<file path="src/ccd_pkg.sv">
// Constants for the reset configuration clock decoder.
// Assumes a 32-bit AXI4-Lite master and a single 50 MHz clock.
package ccd_pkg;
    // Register byte offsets
    localparam logic [7:0] OFS_CFG_LO  = 8'h00;
    localparam logic [7:0] OFS_CFG_HI  = 8'h04;
    localparam logic [7:0] OFS_CTRL    = 8'h08;
    localparam logic [7:0] OFS_RATIOS  = 8'h0C;
    localparam logic [7:0] OFS_SELECTS = 8'h10;
    localparam logic [7:0] OFS_STATUS  = 8'h14;
    // Configuration word low: field positions
    localparam int MEM_CFG_LSB   = 8;
    localparam int MEM_RAT_LSB   = 10;
    localparam int PLAT_RAT_LSB  = 16;
    localparam int PLAT_CFG_LSB  = 21;
    localparam int MEMREF_BIT    = 23;
    localparam int CL1_RAT_LSB   = 24;
    localparam int CL1_CFG_LSB   = 30;
    // Configuration word high: field positions
    localparam int CL2_RAT_LSB   = 0;
    localparam int CL2_CFG_LSB   = 6;
    localparam int CL1_SEL_LSB   = 8;
    localparam int CL2_SEL_LSB   = 12;
    localparam int SD_SEL_LSB    = 16;
    localparam int LANE_REF_BIT  = 19;
    localparam int LANE_DIV_LSB  = 20;
    localparam int LANE_PROT_LSB = 22;
    // Reset values of the configuration words
    localparam logic [31:0] CFG_LO_RST = 32'h0000_0000;
    localparam logic [31:0] CFG_HI_RST = 32'h0000_0000;
    // Lane protocol classes
    localparam logic [2:0] PROT_PCIE   = 3'h0;
    localparam logic [2:0] PROT_SATA   = 3'h1;
    localparam logic [2:0] PROT_SGMII  = 3'h2;
    localparam logic [2:0] PROT_QSGMII = 3'h3;
    localparam logic [2:0] PROT_DEBUG  = 3'h4;
    localparam logic [2:0] PROT_SG3G   = 3'h5;
    localparam logic [2:0] PROT_XFI    = 3'h6;
    // Lane rate codes, in 100 Mbps units
    localparam logic [7:0] RATE_2G5 = 8'h19;
    localparam logic [7:0] RATE_3G0 = 8'h1E;
    localparam logic [7:0] RATE_5G0 = 8'h32;
    // Lane reference codes, in 10 kHz units
    localparam logic [15:0] REF_100M = 16'h2710;
    localparam logic [15:0] REF_125M = 16'h30D4;
    localparam logic [15:0] REF_156M = 16'h3D09;
    // Memory bus clock divider: toggle every half of memory PLL period
    localparam logic [1:0] MEM_CLK_DIV = 2'h1;
    // AXI responses
    localparam logic [1:0] RESP_OKAY   = 2'h0;
    localparam logic [1:0] RESP_SLVERR = 2'h2;
endpackage

</file>
<file path="src/ccd_decoder.sv">
// Reset configuration word clock field decoder with AXI4-Lite access.
// Assumes one 50 MHz clock; the memory bus clock output is a divided
// enable-derived toggle, standing in for the independent memory PLL.
module ccd_decoder (
    // Clock and reset
    input  wire logic        mclk_i,
    input  wire logic        rstn_i,
    // Power-on strap and configuration hold
    input  wire logic        primary_refclk_select_strap_i,
    input  wire logic        por_hold_i,
    // AXI4-Lite write address and data
    input  wire logic [7:0]  s_awaddr_i,
    input  wire logic        s_awvalid_i,
    output logic             s_awready_o,
    input  wire logic [31:0] s_wdata_i,
    input  wire logic [3:0]  s_wstrb_i,
    input  wire logic        s_wvalid_i,
    output logic             s_wready_o,
    // AXI4-Lite write response
    output logic [1:0]       s_bresp_o,
    output logic             s_bvalid_o,
    input  wire logic        s_bready_i,
    // AXI4-Lite read
    input  wire logic [7:0]  s_araddr_i,
    input  wire logic        s_arvalid_i,
    output logic             s_arready_o,
    output logic [31:0]      s_rdata_o,
    output logic [1:0]       s_rresp_o,
    output logic             s_rvalid_o,
    input  wire logic        s_rready_i,
    // Decoded clock outputs
    output logic [4:0]       platform_mult_o,
    output logic [4:0]       cluster1_mult_o,
    output logic [4:0]       cluster2_mult_o,
    output logic [4:0]       memory_mult_o,
    output logic [2:0]       sd_host_div_o,
    output logic             platform_pll_en_o,
    output logic             cluster_pll_en_o,
    output logic             memory_pll_en_o,
    output logic             memory_refclk_select_o,
    output logic             primary_refclk_diff_o,
    output logic             memory_bus_clock_out_o,
    output logic             config_error_o
);

    // Reset synchroniser
    logic rst_q1;
    logic rst_n;
    always_ff @(posedge mclk_i or negedge rstn_i) begin
        if (!rstn_i) begin
            rst_q1 <= 1'b0;
            rst_n  <= 1'b0;
        end else begin
            rst_q1 <= 1'b1;
            rst_n  <= rst_q1;
        end
    end

    // Strap and hold synchronisers
    logic [1:0] strap_q;
    logic [1:0] hold_q;
    always_ff @(posedge mclk_i or negedge rst_n) begin
        if (!rst_n) begin
            strap_q <= 2'h0;
            hold_q  <= 2'h0;
        end else begin
            strap_q <= {strap_q[0], primary_refclk_select_strap_i};
            hold_q  <= {hold_q[0], por_hold_i};
        end
    end

    // Field decode functions
    function automatic logic [4:0] dec_plat(input logic [4:0] c);
        dec_plat = (c >= 5'h03 && c <= 5'h09) ? c : 5'h00;
    endfunction

    function automatic logic [4:0] dec_cluster(input logic [5:0] c);
        logic [4:0] r;
        r = 5'h00;
        if (c >= 6'h06 && c <= 6'h10)
            r = c[4:0];
        else if (c == 6'h12 || c == 6'h14 || c == 6'h16 ||
                 c == 6'h19 || c == 6'h1A || c == 6'h1B)
            r = c[4:0];
        dec_cluster = r;
    endfunction

    function automatic logic [4:0] dec_mem(input logic [5:0] c);
        logic [4:0] r;
        r = 5'h00;
        if (c == 6'h08 || (c >= 6'h0A && c <= 6'h10) ||
            c == 6'h14 || c == 6'h18)
            r = c[4:0];
        dec_mem = r;
    endfunction

    // Register file and bus state
    logic [31:0] cfg_lo;
    logic [31:0] cfg_hi;
    logic        ctrl_hold;
    logic [31:0] next_cfg_lo;
    logic [31:0] next_cfg_hi;
    logic        next_ctrl_hold;
    logic        aw_got, w_got, next_aw_got, next_w_got;
    logic [7:0]  aw_addr, next_aw_addr;
    logic [31:0] w_data, next_w_data;
    logic [3:0]  w_strb, next_w_strb;
    logic        bvalid, next_bvalid;
    logic [1:0]  bresp, next_bresp;
    logic        rvalid, next_rvalid;
    logic [31:0] rdata, next_rdata;
    logic [1:0]  rresp, next_rresp;

    // Decoded values
    logic [4:0] plat_m, cl1_m, cl2_m, mem_m;
    logic [2:0] sd_div, sd_sel;
    logic       sel_bad, err;
    logic [2:0] lane_prot;
    logic       lane_ref;
    logic [1:0] lane_div;
    logic [15:0] lane_ref_khz;
    logic [7:0]  lane_rate;

    always_comb begin
        plat_m = dec_plat(cfg_lo[ccd_pkg::PLAT_RAT_LSB +: 5]);
        cl1_m  = dec_cluster(cfg_lo[ccd_pkg::CL1_RAT_LSB +: 6]);
        cl2_m  = dec_cluster(cfg_hi[ccd_pkg::CL2_RAT_LSB +: 6]);
        mem_m  = dec_mem(cfg_lo[ccd_pkg::MEM_RAT_LSB +: 6]);
        // Cluster select accepts only /1 and /2
        sel_bad = (cfg_hi[ccd_pkg::CL1_SEL_LSB +: 4] > 4'h1) ||
                  (cfg_hi[ccd_pkg::CL2_SEL_LSB +: 4] > 4'h1);
        // SD host select 1..4 is the divisor itself
        sd_sel = cfg_hi[ccd_pkg::SD_SEL_LSB +: 3];
        sd_div = (sd_sel >= 3'h1 && sd_sel <= 3'h4) ? sd_sel : 3'h0;
        err = (plat_m == 5'h00) || (cl1_m == 5'h00) ||
              (cl2_m == 5'h00) || (mem_m == 5'h00) ||
              sel_bad || (sd_div == 3'h0);
    end

    // Lane reference and rate decode
    always_comb begin
        lane_prot = cfg_hi[ccd_pkg::LANE_PROT_LSB +: 3];
        lane_ref  = cfg_hi[ccd_pkg::LANE_REF_BIT];
        lane_div  = cfg_hi[ccd_pkg::LANE_DIV_LSB +: 2];
        lane_ref_khz = lane_ref ? ccd_pkg::REF_125M :
                                  ccd_pkg::REF_100M;
        if (lane_prot == ccd_pkg::PROT_SG3G && !lane_ref)
            lane_ref_khz = ccd_pkg::REF_125M;
        if (lane_prot == ccd_pkg::PROT_XFI && !lane_ref)
            lane_ref_khz = ccd_pkg::REF_156M;
        case (lane_prot)
            ccd_pkg::PROT_PCIE:   lane_rate =
                (lane_div == 2'h2) ? ccd_pkg::RATE_2G5 :
                (lane_div == 2'h1) ? ccd_pkg::RATE_5G0 : 8'h00;
            ccd_pkg::PROT_DEBUG:  lane_rate = lane_div[0] ?
                ccd_pkg::RATE_2G5 : ccd_pkg::RATE_5G0;
            ccd_pkg::PROT_QSGMII: lane_rate = lane_div[0] ? 8'h00 :
                ccd_pkg::RATE_5G0;
            ccd_pkg::PROT_SATA:   lane_rate = ccd_pkg::RATE_3G0;
            default:     lane_rate = 8'h00; // Divider ignored
        endcase
    end

    // Bus next-state logic; configuration frozen while ctrl_hold is set
    always_comb begin
        next_cfg_lo    = cfg_lo;
        next_cfg_hi    = cfg_hi;
        next_ctrl_hold = ctrl_hold;
        next_aw_got    = aw_got;
        next_w_got     = w_got;
        next_aw_addr   = aw_addr;
        next_w_data    = w_data;
        next_w_strb    = w_strb;
        next_bvalid    = bvalid;
        next_bresp     = bresp;
        next_rvalid    = rvalid;
        next_rdata     = rdata;
        next_rresp     = rresp;
        if (s_awvalid_i && !aw_got) begin
            next_aw_got  = 1'b1;
            next_aw_addr = s_awaddr_i;
        end
        if (s_wvalid_i && !w_got) begin
            next_w_got  = 1'b1;
            next_w_data = s_wdata_i;
            next_w_strb = s_wstrb_i;
        end
        if (aw_got && w_got && !bvalid) begin
            next_aw_got = 1'b0;
            next_w_got  = 1'b0;
            next_bvalid = 1'b1;
            next_bresp  = ccd_pkg::RESP_OKAY;
            case (aw_addr)
                ccd_pkg::OFS_CFG_LO: begin
                    for (int i = 0; i < 4; i++)
                        if (w_strb[i] && !ctrl_hold)
                            next_cfg_lo[8*i +: 8] = w_data[8*i +: 8];
                end
                ccd_pkg::OFS_CFG_HI: begin
                    for (int i = 0; i < 4; i++)
                        if (w_strb[i] && !ctrl_hold)
                            next_cfg_hi[8*i +: 8] = w_data[8*i +: 8];
                end
                ccd_pkg::OFS_CTRL: begin
                    if (w_strb[0])
                        next_ctrl_hold = w_data[0];
                end
                ccd_pkg::OFS_RATIOS, ccd_pkg::OFS_SELECTS,
                ccd_pkg::OFS_STATUS: next_bresp = ccd_pkg::RESP_OKAY;
                default: next_bresp = ccd_pkg::RESP_SLVERR;
            endcase
        end
        if (bvalid && s_bready_i)
            next_bvalid = 1'b0;
        if (s_arvalid_i && !rvalid) begin
            next_rvalid = 1'b1;
            next_rresp  = ccd_pkg::RESP_OKAY;
            case (s_araddr_i)
                ccd_pkg::OFS_CFG_LO:  next_rdata = cfg_lo;
                ccd_pkg::OFS_CFG_HI:  next_rdata = cfg_hi;
                ccd_pkg::OFS_CTRL:    next_rdata = {31'h0, ctrl_hold};
                ccd_pkg::OFS_RATIOS:  next_rdata = {12'h0, plat_m, cl1_m,
                                                    cl2_m, mem_m};
                ccd_pkg::OFS_SELECTS: next_rdata = {lane_ref_khz, lane_rate,
                                                    5'h0, sd_div};
                ccd_pkg::OFS_STATUS:  next_rdata = {29'h0, strap_q[1],
                                        cfg_lo[ccd_pkg::MEMREF_BIT], err};
                default: begin
                    next_rdata = 32'h0;
                    next_rresp = ccd_pkg::RESP_SLVERR;
                end
            endcase
        end else if (rvalid && s_rready_i) begin
            next_rvalid = 1'b0;
        end
    end

    always_ff @(posedge mclk_i or negedge rst_n) begin
        if (!rst_n) begin
            cfg_lo    <= ccd_pkg::CFG_LO_RST;
            cfg_hi    <= ccd_pkg::CFG_HI_RST;
            ctrl_hold <= 1'b0;
            aw_got    <= 1'b0;
            w_got     <= 1'b0;
            aw_addr   <= 8'h00;
            w_data    <= 32'h0;
            w_strb    <= 4'h0;
            bvalid    <= 1'b0;
            bresp     <= 2'h0;
            rvalid    <= 1'b0;
            rdata     <= 32'h0;
            rresp     <= 2'h0;
        end else begin
            cfg_lo    <= next_cfg_lo;
            cfg_hi    <= next_cfg_hi;
            ctrl_hold <= next_ctrl_hold | hold_q[1];
            aw_got    <= next_aw_got;
            w_got     <= next_w_got;
            aw_addr   <= next_aw_addr;
            w_data    <= next_w_data;
            w_strb    <= next_w_strb;
            bvalid    <= next_bvalid;
            bresp     <= next_bresp;
            rvalid    <= next_rvalid;
            rdata     <= next_rdata;
            rresp     <= next_rresp;
        end
    end

    // Memory bus clock: toggles once every two mclk cycles while the memory ratio is valid, a quarter of the mclk rate
    logic [1:0] mdiv, next_mdiv;
    logic       mclk_out, next_mclk_out;
    always_comb begin
        next_mdiv     = mdiv + 2'h1;
        next_mclk_out = mclk_out;
        if (mdiv == ccd_pkg::MEM_CLK_DIV) begin
            next_mdiv = 2'h0;
            if (mem_m != 5'h00)
                next_mclk_out = ~mclk_out;
        end
    end

    // Registered decoded outputs
    logic [4:0] plat_q, cl1_q, cl2_q, mem_q;
    logic [2:0] sd_q;
    logic       pen_q, cen_q, men_q, mref_q, pdiff_q, err_q;
    always_ff @(posedge mclk_i or negedge rst_n) begin
        if (!rst_n) begin
            mdiv     <= 2'h0;
            mclk_out <= 1'b0;
            plat_q   <= 5'h00;
            cl1_q    <= 5'h00;
            cl2_q    <= 5'h00;
            mem_q    <= 5'h00;
            sd_q     <= 3'h0;
            pen_q    <= 1'b0;
            cen_q    <= 1'b0;
            men_q    <= 1'b0;
            mref_q   <= 1'b0;
            pdiff_q  <= 1'b0;
            err_q    <= 1'b0;
        end else begin
            mdiv     <= next_mdiv;
            mclk_out <= next_mclk_out;
            plat_q   <= plat_m;
            cl1_q    <= cl1_m;
            cl2_q    <= cl2_m;
            mem_q    <= mem_m;
            sd_q     <= sd_div;
            pen_q    <= (plat_m != 5'h00);
            cen_q    <= (cl1_m != 5'h00) && (cl2_m != 5'h00)
                        && !sel_bad;
            men_q    <= (mem_m != 5'h00);
            mref_q   <= cfg_lo[ccd_pkg::MEMREF_BIT];
            pdiff_q  <= strap_q[1];
            err_q    <= err;
        end
    end

    // Port drive
    assign s_awready_o            = !aw_got;
    assign s_wready_o             = !w_got;
    assign s_bvalid_o             = bvalid;
    assign s_bresp_o              = bresp;
    assign s_arready_o            = !rvalid;
    assign s_rvalid_o             = rvalid;
    assign s_rdata_o              = rdata;
    assign s_rresp_o              = rresp;
    assign platform_mult_o        = plat_q;
    assign cluster1_mult_o        = cl1_q;
    assign cluster2_mult_o        = cl2_q;
    assign memory_mult_o          = mem_q;
    assign sd_host_div_o          = sd_q;
    assign platform_pll_en_o      = pen_q;
    assign cluster_pll_en_o       = cen_q;
    assign memory_pll_en_o        = men_q;
    assign memory_refclk_select_o = mref_q;
    assign primary_refclk_diff_o  = pdiff_q;
    assign memory_bus_clock_out_o = mclk_out;
    assign config_error_o         = err_q;

endmodule

</file>
<file path="config.mk">
export PLATFORM = sky130hd
export DESIGN_NAME = ccd_decoder
export DESIGN_NICKNAME = d
export VERILOG_FILES = /design/src/ccd_pkg.sv /design/src/ccd_decoder.sv
export SDC_FILE = /design/constraint.sdc
export NUM_CORES = 1
export LEC_CHECK = 0
export BUFFER_PORTS_ARGS = -buffer_cell sky130_fd_sc_hd__buf_2
export CAP_MARGIN = 20
export CORE_MARGIN = 4
export CORE_UTILIZATION = 51
export CTS_CLUSTER_DIAMETER = 30
export DETAILED_ROUTE_END_ITERATION = 8
export GPL_TIMING_DRIVEN = 0
export PLACE_DENSITY = 0.74
export SKIP_LAST_GASP = 1
export SLEW_MARGIN = 15
export SYNTH_ARGS = -nofsm -noshare
export SYNTH_HDL_FRONTEND = slang
export SYNTH_SLANG_ARGS = --single-unit
export TNS_END_PERCENT = 10
</file>
<file path="constraint.sdc">
create_clock -name mclk_i -period 6 [get_ports mclk_i]
set_input_delay 0.6 -clock mclk_i [delete_from_list [all_inputs] [get_ports mclk_i]]
set_output_delay 0.6 -clock mclk_i [all_outputs]
set_load 0.02 [all_outputs]
</file>
==> metrics.txt, run 1 <==
main combinational cell family by area after synthesis=multiplexers; Max-Cap Viols=0; slew margin rel.=30.5%; first-pass GRT wire length=31900 um; vias in the first global route=5843; # rows=45; Seq/Total Area, Yosys=58.9%; H-Tree Depth=4; minimum clock period=2.51 ns; EDFF count, synth=0; Initial DRC Count=419; Ports=132; CTS Buf Count=17; highest clock rate=0.399 GHz; DRC=0; Yosys warning total=0; Finished Layout Cells=976; Gate Count Post-Synth=624; die outline width=132 um; Post CTS Setup Buffer Count=0; RSZ-0062 raised after global routing=false; Fin Hold WS=0.275 ns; initial antenna violation count=0; power density cells=325 nW/um2; fin nets=839; skew final=0.00826 ns; R2R setup slack=3.49 ns; clk buf depth=2; count leader, synth=dfrtp_1; cells on worst reg2reg path=5; crit share post-route=41.8%; final hold violations=0; top cells by area, synth=dfrtp_1, mux2_2, nand2_1, mux2i_1, o21ai_0; Root Driver=clkbuf_16; post-synthesis xor/xnor area fraction=0.334%; Simple-Gate Fraction of Synth Area=10.4%; gr usage total=23.2%; Max IR drop VDD=0.275 mV; r2r endpoint=cfg_lo[26]$_DFFE_PN0P_; share of cells above drive strength 1=35.8%; synth-to-layout area growth=19.6%; Cell variety after synth=63; Critical Path Source=aw_addr[0]$_DFFE_PN0P_; CP startpoint kind=flop; Max FO, Critical Path=8; GRT overflow=0; antenna viol nets, final=0; FILL cells=1161; syn_area_per_cell=12.6 um2; CP Data Required Time=6.31 ns; Post-synth ARST share=100%; Die Y=132 um; setup_tns=0 ns; RePlAce Congestion=0.902; n_diodes=0; CTS sink count=185; crit path kind=flop to flop; Post-Synth Adder-Cell Area=0.318%; wirelength, routed=19400 um; ys flop type=dfrtp_1; final core occ=62.1%; Compound-Gate Fraction of Synth Area=9.15%; dpl cells=944; worst setup path end=cfg_lo[26]$_DFFE_PN0P_; post-DR wirelength/cell=19.9 um; leak pwr=4.56 nW; CTS tree=built; #FFs+latches synth=185; largest net degree at the start of global routing=62; Port Buf Inserts=127; core footprint=15100 um2; RR Startpoint=aw_addr[0]$_DFFE_PN0P_; clk slew on worst S/H paths=0.06 ns; max-slew violations=0; CP arrival=2.82 ns; actual slew at the worst max-slew pin=1.02 ns; Skew-Pair Late Insertion Delay=0.43 ns; total number of vias=5674; die area=17500 um2; dominant cell type by area after synthesis=dfrtp_1; Vias/cell=5.81; first-pass iteration count of the detailed router=5; hpwl dp=14300 um; Post-synth top cells=dfrtp_1, mux2_2, nand2_1; crit end category=flop; Initial Utilization=51.9%; Netlist Area Pre-Place=7870 um2; Final setup viols=0; outcome=finished clean; share of the synthesized area in the top cell type=58.9%; post-synthesis mux area share=18.3%; hold crit path type=input port to flop
[routing by layer]
metal,routed length [um],vias up,GRT usage [%]
met1,8620,2876,32.2
met3,1320,37,6.34
met2,8990,217,35.5
met4,456,0,7.97
li1,-,2544,-
met5,0,-,0
[state kept, by name, summed over array words and instances (netlist names), 2 cells and up]
signal / flops
cfg_lo: 32
cluster2_mult_o: 5
cluster1_mult_o: 5
mdiv: 2
s_rdata_o: 32
strap_q: 2
w_strb: 4
sd_host_div_o: 3
aw_addr: 8
hold_q: 2
memory_mult_o: 5
w_data: 32
cfg_hi: 32
platform_mult_o: 5
[critical path, cell delays in order, from the launching register on]
cell     delay [ns]
dfrtp_1        0.38
nor4_1         0.41
nor4b_2        0.41
nor3b_2        0.38
nand2_1        0.39
mux2_2         0.41
[cell type report]
type	count	area, um2	area share (%)
Inverter	14	52.6	0.559
Buffer	31	149	1.58
Multi-Input combinational cell	396	3040	32.3
Clock inverter	8	95.1	1.01
Timing Repair Buffer	131	721	7.66
Clock buffer	23	478	5.08
Tap cell	188	235	2.50
Sequential cell	185	4630	49.3
[cell families after synthesis]
logic type / Yosys count
flops: 185
simple gates: 150
mux: 127
compound gates: 110
buf+inv: 45
xor+xnor: 3
fa+ha+maj: 2
other cells: 2
[worst min path at each step]
stage                           from                endpoint  slack, ns  cells after the start
floorplan                     rstn_i         rst_n$_DFF_PN0_       0.30                      0
global placement    rst_q1$_DFF_PN0_         rst_n$_DFF_PN0_       0.34                      0
detailed placement   rst_n$_DFF_PN0_  cfg_lo[31]$_DFFE_PN0P_       0.31                      0
CTS                       por_hold_i     hold_q[0]$_DFF_PN0_       0.26                      1
global route              por_hold_i     hold_q[0]$_DFF_PN0_       0.26                      1
finish                    por_hold_i     hold_q[0]$_DFF_PN0_       0.28                      1
[report_power, final]
part | internal, W | leakage (nW) | switching (W)
registers | 0.00142 | 2.44 | 0.000150
logic | 0.000210 | 1.84 | 0.000178
clock network | 0.000641 | 0.279 | 0.000454
[timing repair]
item / in CTS / in global routing
endpoints found under the setup margin: 0 / 0
hold endpoints to repair: 2 / 0
hold buffers: 1 / 0
gates resized for setup: 0 / 0
[stage by stage]
stage	setup WS, ns	cell area (um2)	power, W
after floorplan	0.463	7870	0.00183
after global placement	-1.00	8740	0.00195
after detailed placement	3.28	8820	0.00199
after CTS	3.53	9410	0.00308
after global routing	3.32	9410	0.00319
final	3.49	9410	0.00306
[placed cells by master (no fill, tap or decap), types with 4 or more instances in the layout]
cell type	netlist	final
nor2b_1	17	17
buf_2	2	129
or3_1	4	4
o21a_1	4	4
clkinv_2	0	4
o211ai_1	4	4
and3_1	4	4
dfrtp_1	185	184
and2_1	17	17
a31oi_1	10	10
o21ai_1	5	5
inv_1	14	14
o21ai_0	24	24
a2bb2oi_1	4	4
nor4_1	6	6
clkbuf_16	0	17
nor3_1	6	6
or4_1	4	4
nand2b_1	4	4
o31ai_1	4	4
conb_1	2	4
mux2_2	110	110
clkbuf_1	21	24
nor2_1	21	21
a211oi_1	4	4
a21oi_1	23	23
nand2_1	45	45
mux2i_1	13	13
Power figures use the tool's default switching activity.
==> inputs of run 2 (changes only) <==
- CORE_UTILIZATION: 51 -> 56
- PLACE_DENSITY: 0.74 -> 0.77
- clock period: 6 -> 2.6 ns (I/O delays scaled with it)
==> metrics.txt, run 2 (synthesis gave the netlist of run 1 again) <==
die area=16000 um2 (-8.4%); Hold Crit Start=s_bready_i; crit share post-route=93.3% (+52 points); CTS Buf Count=17 (unchanged); power density cells=747 nW/um2 (+130%); CTS tree=built; hpwl dp=14000 um (-1.9%); first-pass GRT wire length=30600 um (-3.9%); Fin Hold WS=0.0161 ns (-0.259 ns); RR Startpoint=aw_addr[0]$_DFFE_PN0P_; Skew-Pair Late Insertion Delay=0.44 ns (about the same); Ports=132 (unchanged); commonest non-fill, non-tap cells in the layout=dfrtp_1, buf_2, mux2_2, nand2_1; worst-path cell with the longest stage delay=nor4b_2; Finished Cell Area=9440 um2 (+0.41%); GRT overflow=0 (unchanged); actual slew at the worst max-slew pin=1.11 ns (+0.0946 ns); slew margin rel.=24.0% (-6.5 points); worst path cell trace=nor4_1, nor4b_2, and3b_1, clkbuf_1, nand2_1, mux2_1; CP startpoint kind=flop; Initial DRC Count=355 (-15%); RePlAce Congestion=0.896 (-0.75%); first-pass iteration count of the detailed router=5 (unchanged); dpl cell area=8800 um2 (-0.20%); skew final=0.00982 ns (+0.00156 ns); Port Buf Inserts=127 (unchanged); wirelength, routed=18700 um (-3.3%); final core occ=68.3% (+6.2 points); cells on worst reg2reg path=6 (+1); met1 usage=34.3% (+2.1 points); largest net degree at the start of global routing=67 (+8.1%); cell depth of the worst hold path=2 (+1); # rows=43 (-4.4%); dpl cells=936 (-0.85%); final hold violations=0 (unchanged); share of cells above drive strength 1=35.7% (-0.10 points); busiest grt layer=met2; Max FO, Critical Path=8 (unchanged); CTS sink count=185 (unchanged); Root Driver=clkbuf_16; commonest non-fill, non-tap cell in the layout=dfrtp_1; Finished Layout Cells=974 (-0.20%); r2r endpoint=cfg_hi[27]$_DFFE_PN0P_; highest clock rate=0.412 GHz (+3.3%); clk buf depth=2 (unchanged); clk slew on worst S/H paths=0.06 ns (about the same); crit path kind=flop to flop; max-slew violations=0 (unchanged); Initial Utilization=56.9% (+5.0 points); gr usage total=24.6% (+1.4 points); CTS resizes=0 (unchanged); Max IR drop VDD=0.620 mV (+130%); core footprint=13800 um2 (-8.7%); CP arrival=2.74 ns (-0.08 ns); Max-Cap Viols=0 (unchanged); fin nets=843 (+0.48%); synth-to-layout area growth=20.1%; outcome=finished clean; hold crit path type=input port to flop; vias in the first global route=5786 (-0.98%); setup_tns=0 ns (unchanged); minimum clock period=2.43 ns (-0.0790 ns); post-DR wirelength/cell=19.2 um (-3.1%); Final setup viols=0 (unchanged); leak pwr=4.59 nW (+0.72%); Hold Path Sink=s_bvalid_o$_DFFE_PN0P_; R2R setup slack=0.17 ns (-3.32 ns); H-Tree Depth=4 (unchanged); CP Data Required Time=2.91 ns (-3.40 ns); RSZ-0062 raised after global routing=false; die outline width=127 um (-4.3%); met2 Use GR=37.5% (+2.0 points); DRC=0 (unchanged); Die Y=127 um (-4.3%); met3 global-route usage=7.37% (+1.0 points); Worst path max stage delay=0.41 ns (about the same); total number of vias=5600 (-1.3%); crit end category=flop; Vias/cell=5.75 (-1.1%); antenna viol nets, final=0 (unchanged); initial antenna violation count=1 (+1)
-- run 2: changes by cell type in the layout (fill, tap and decap cells not counted), sizes merged --
cell and delta:
clkbuf -1, dlygate4sd3 +3, diode +1, clkinv +2, dlymetal6s2s +1
-- run 2: metrics by stage --
stage	power, W	setup WS [ns]
global placement	0.00448	0.181
floorplan	0.00422	0.663
detailed placement	0.00458	0.194
global route	0.00741	0.0565
CTS	0.00712	0.177
finish	0.00706	0.173
-- run 2: metal layers --
layer  vias up  part of all wire [%]  wire length [um]
li1       2567                     -                 -
met1      2786                    44              8270
met2       216                    47              8740
met4         0                   1.7               328
met5         -                     0                 0
met3        31                   7.5              1410
-- run 2: layout make-up --
| cell class | count | area (um2) |
|---|---|---|
| inverter | 14 | 52.6 |
| buffer | 31 | 149 |
| antenna | 1 | 2.50 |
| clock inverter | 10 | 120 |
| fill | 1026 | 4380 |
| clock buffer | 22 | 464 |
| timing repair buffer | 135 | 756 |
| multi-input combinational | 396 | 3040 |
| sequential | 185 | 4630 |
| tap | 180 | 225 |
-- run 2: worst max-delay path by stage --
stage	slack, ns	end	from	cells past startpoint
after floorplan	0.66	cfg_lo[0]$_DFFE_PN0P_	s_bvalid_o$_DFFE_PN0P_	5
after global placement	0.18	s_rdata_o[13]$_DFFE_PN0P_	s_araddr_i[1]	6
after detailed placement	0.19	cfg_hi[27]$_DFFE_PN0P_	aw_addr[0]$_DFFE_PN0P_	6
after CTS	0.18	cfg_hi[27]$_DFFE_PN0P_	aw_addr[0]$_DFFE_PN0P_	6
after global routing	0.06	cfg_hi[27]$_DFFE_PN0P_	aw_addr[0]$_DFFE_PN0P_	6
final	0.17	cfg_hi[27]$_DFFE_PN0P_	aw_addr[0]$_DFFE_PN0P_	6
-- run 2: critical path, delay by kind of cell, from the launching register on --
family,cells,cell delay (ns)
mux,1,0.41
simple gates,4,1.31
buf+inv,1,0.21
flops,1,0.38
-- run 2: power by group --
group	switching (W)	internal, W	total [W]
Clock	0.00107	0.00147	0.00254
Sequential	0.000345	0.00328	0.00363
Combinational	0.000406	0.000487	0.000893
Total	0.00182	0.00524	0.00706
-- run 2: repair_timing --
item                                   4_1_cts  5_1_grt
endpoints found under the hold margin        5        0
buffers inserted                             0        0
hold buffers                                 4        0
==> inputs of run 3 (changes only) <==
- CORE_UTILIZATION: 56 -> 55
- PLACE_DENSITY: 0.77 -> 0.76
==> metrics.txt, run 3 (synthesis gave the netlist of run 1 again) <==
Worst path max stage delay=0.43 ns (+0.02 ns); area occupied by multi-input gates=3050 um2 (+0.29%); # rows=43 (unchanged); highest clock rate=0.416 GHz (+0.99%); largest net degree at the start of global routing=67 (unchanged); max-slew violations=0 (unchanged); worst slack at placement=0.187 ns (-0.00681 ns); outcome=finished clean; delay-heaviest family, CP=simple AND/OR/NAND/NOR gates; Max FO, Critical Path=8 (unchanged); Critical Path Source=aw_addr[0]$_DFFE_PN0P_; leak pwr=4.55 nW (-0.86%); CP Data Required Time=2.90 ns (about the same); power density cells=742 nW/um2 (-0.66%); Reg area=4630 um2 (unchanged); Post CTS Setup Buffer Count=0 (unchanged); die outline width=128 um (+0.85%); worst-path cell with the longest stage delay=mux2_1; cell depth of the worst hold path=2 (unchanged); worst path buffer plus inverter count=1 (unchanged); worst path cell trace=nor4_1, nor4b_4, and3b_1, clkbuf_1, nand2_1, mux2_1; DRC=0 (unchanged); minimum clock period=2.40 ns (-0.0239 ns); clk buf depth=2 (unchanged); first-pass iteration count of the detailed router=5 (unchanged); vias in the first global route=5691 (-1.6%); final hold violations=0 (unchanged); slew margin rel.=28.8% (+4.8 points); RePlAce Congestion=0.912 (+1.9%); commonest non-fill, non-tap cell in the layout=dfrtp_1; GRT overflow=0 (unchanged); share of cells above drive strength 1=35.8% (+0.14 points); RSZ-0062 raised after global routing=false; CP startpoint kind=flop; Die Y=128 um (+0.85%); die area=16300 um2 (+1.7%); crit share post-route=92.4% (-0.92 points); hold crit path type=input port to flop; antenna viol nets, final=0 (unchanged); Root Driver=clkbuf_16; fin nets=840 (-0.36%); Max IR drop VDD=0.657 mV (+5.9%); initial antenna violation count=1 (unchanged); Vias/cell=5.83 (+1.4%); setup_tns=0 ns (unchanged); CTS sink count=185 (unchanged); RR Startpoint=aw_addr[0]$_DFFE_PN0P_; Hold Path Sink=s_bvalid_o$_DFFE_PN0P_; Hold Crit Start=s_bready_i; first-pass GRT wire length=30500 um (-0.50%); r2r endpoint=cfg_hi[27]$_DFFE_PN0P_; Port Buf Inserts=127 (unchanged); skew final=0.0109 ns (+0.00108 ns); Initial DRC Count=434 (+22%); Initial Utilization=56.4% (-0.44 points); total number of vias=5663 (+1.1%); synth-to-layout area growth=19.4%; clk slew on worst S/H paths=0.06 ns (about the same); Skew-Pair Late Insertion Delay=0.44 ns (about the same); Ports=132 (unchanged); FILL cells=1032 (+0.58%); core footprint=13900 um2 (+0.78%); CTS tree=built; CTS Buf Count=17 (unchanged); actual slew at the worst max-slew pin=1.04 ns (-0.0705 ns); H-Tree Depth=4 (unchanged); setup ws final=0.197 ns (+0.0239 ns); crit end category=flop; crit path kind=flop to flop; Fin Hold WS=0.0100 ns (-0.00610 ns); final core occ=67.4% (-0.90 points); gr usage total=24.2% (-0.39 points); CP arrival=2.71 ns (-0.03 ns); R2R setup slack=0.20 ns (+0.02 ns); post-DR wirelength/cell=19.6 um (+1.6%); Final setup viols=0 (unchanged); wirelength, routed=19000 um (+1.3%); Max-Cap Viols=0 (unchanged); commonest non-fill, non-tap cells in the layout=dfrtp_1, buf_2, mux2_2, nand2_1, o21ai_0; cells on worst reg2reg path=6 (unchanged); hpwl dp=14100 um (+0.70%)
## run 3: power by group
part           internal (W)  leakage, nW  switching [W]
clock network       0.00137        0.269        0.00107
registers           0.00328         2.44       0.000363
logic              0.000486         1.84       0.000406
total               0.00513         4.55        0.00184
## run 3: worst reg2reg max path: cells and delay by family, from the launching register on
kind,cells,cell delay [ns]
buffers and inverters,1,0.20
DFF,1,0.38
muxes,1,0.44
and+or+nand+nor,4,1.26
## run 3: final cells by class
type	count	share of cell area [%]
clock buffer	21	4.90
tap	180	2.40
antenna	1	0.0266
timing repair buffer	132	7.67
clock inverter	11	1.05
inverter	14	0.559
multi-input combinational	396	32.5
sequential	185	49.3
buffer	31	1.59
## run 3: worst max-delay path by stage
stage	to	slack [ns]	depth (start not counted)
floorplan	cfg_lo[0]$_DFFE_PN0P_	0.66	5
global placement	w_data[25]$_DFFE_PN0P_	0.22	0
detailed placement	cfg_hi[27]$_DFFE_PN0P_	0.19	6
CTS	cfg_hi[27]$_DFFE_PN0P_	0.15	6
global route	cfg_hi[27]$_DFFE_PN0P_	0.04	6
finish	cfg_hi[27]$_DFFE_PN0P_	0.20	6
## run 3: timing repair
item	CTS	global route
hold buffers	3	0
gates resized for setup	0	1
hold endpoints to repair	4	0
endpoints found under the setup margin	0	1
## run 3: layer usage
| metal | wire [um] | GRT usage, % | share of wire (%) |
|---|---|---|---|
| met1 | 8180 | 34.1 | 43 |
| met2 | 8710 | 36.6 | 46 |
| met3 | 1560 | 5.89 | 8.2 |
| met4 | 539 | 9.24 | 2.8 |
| met5 | 0 | 0 | 0 |
## run 3: per-stage QoR
step                      power, W  instances  area [um2]
final                      0.00697        971        9390
after global routing       0.00728        971        9390
after CTS                  0.00702        970        9380
after detailed placement   0.00459        935        8790
after global placement     0.00448        933        8740
after floorplan            0.00422        626        7880
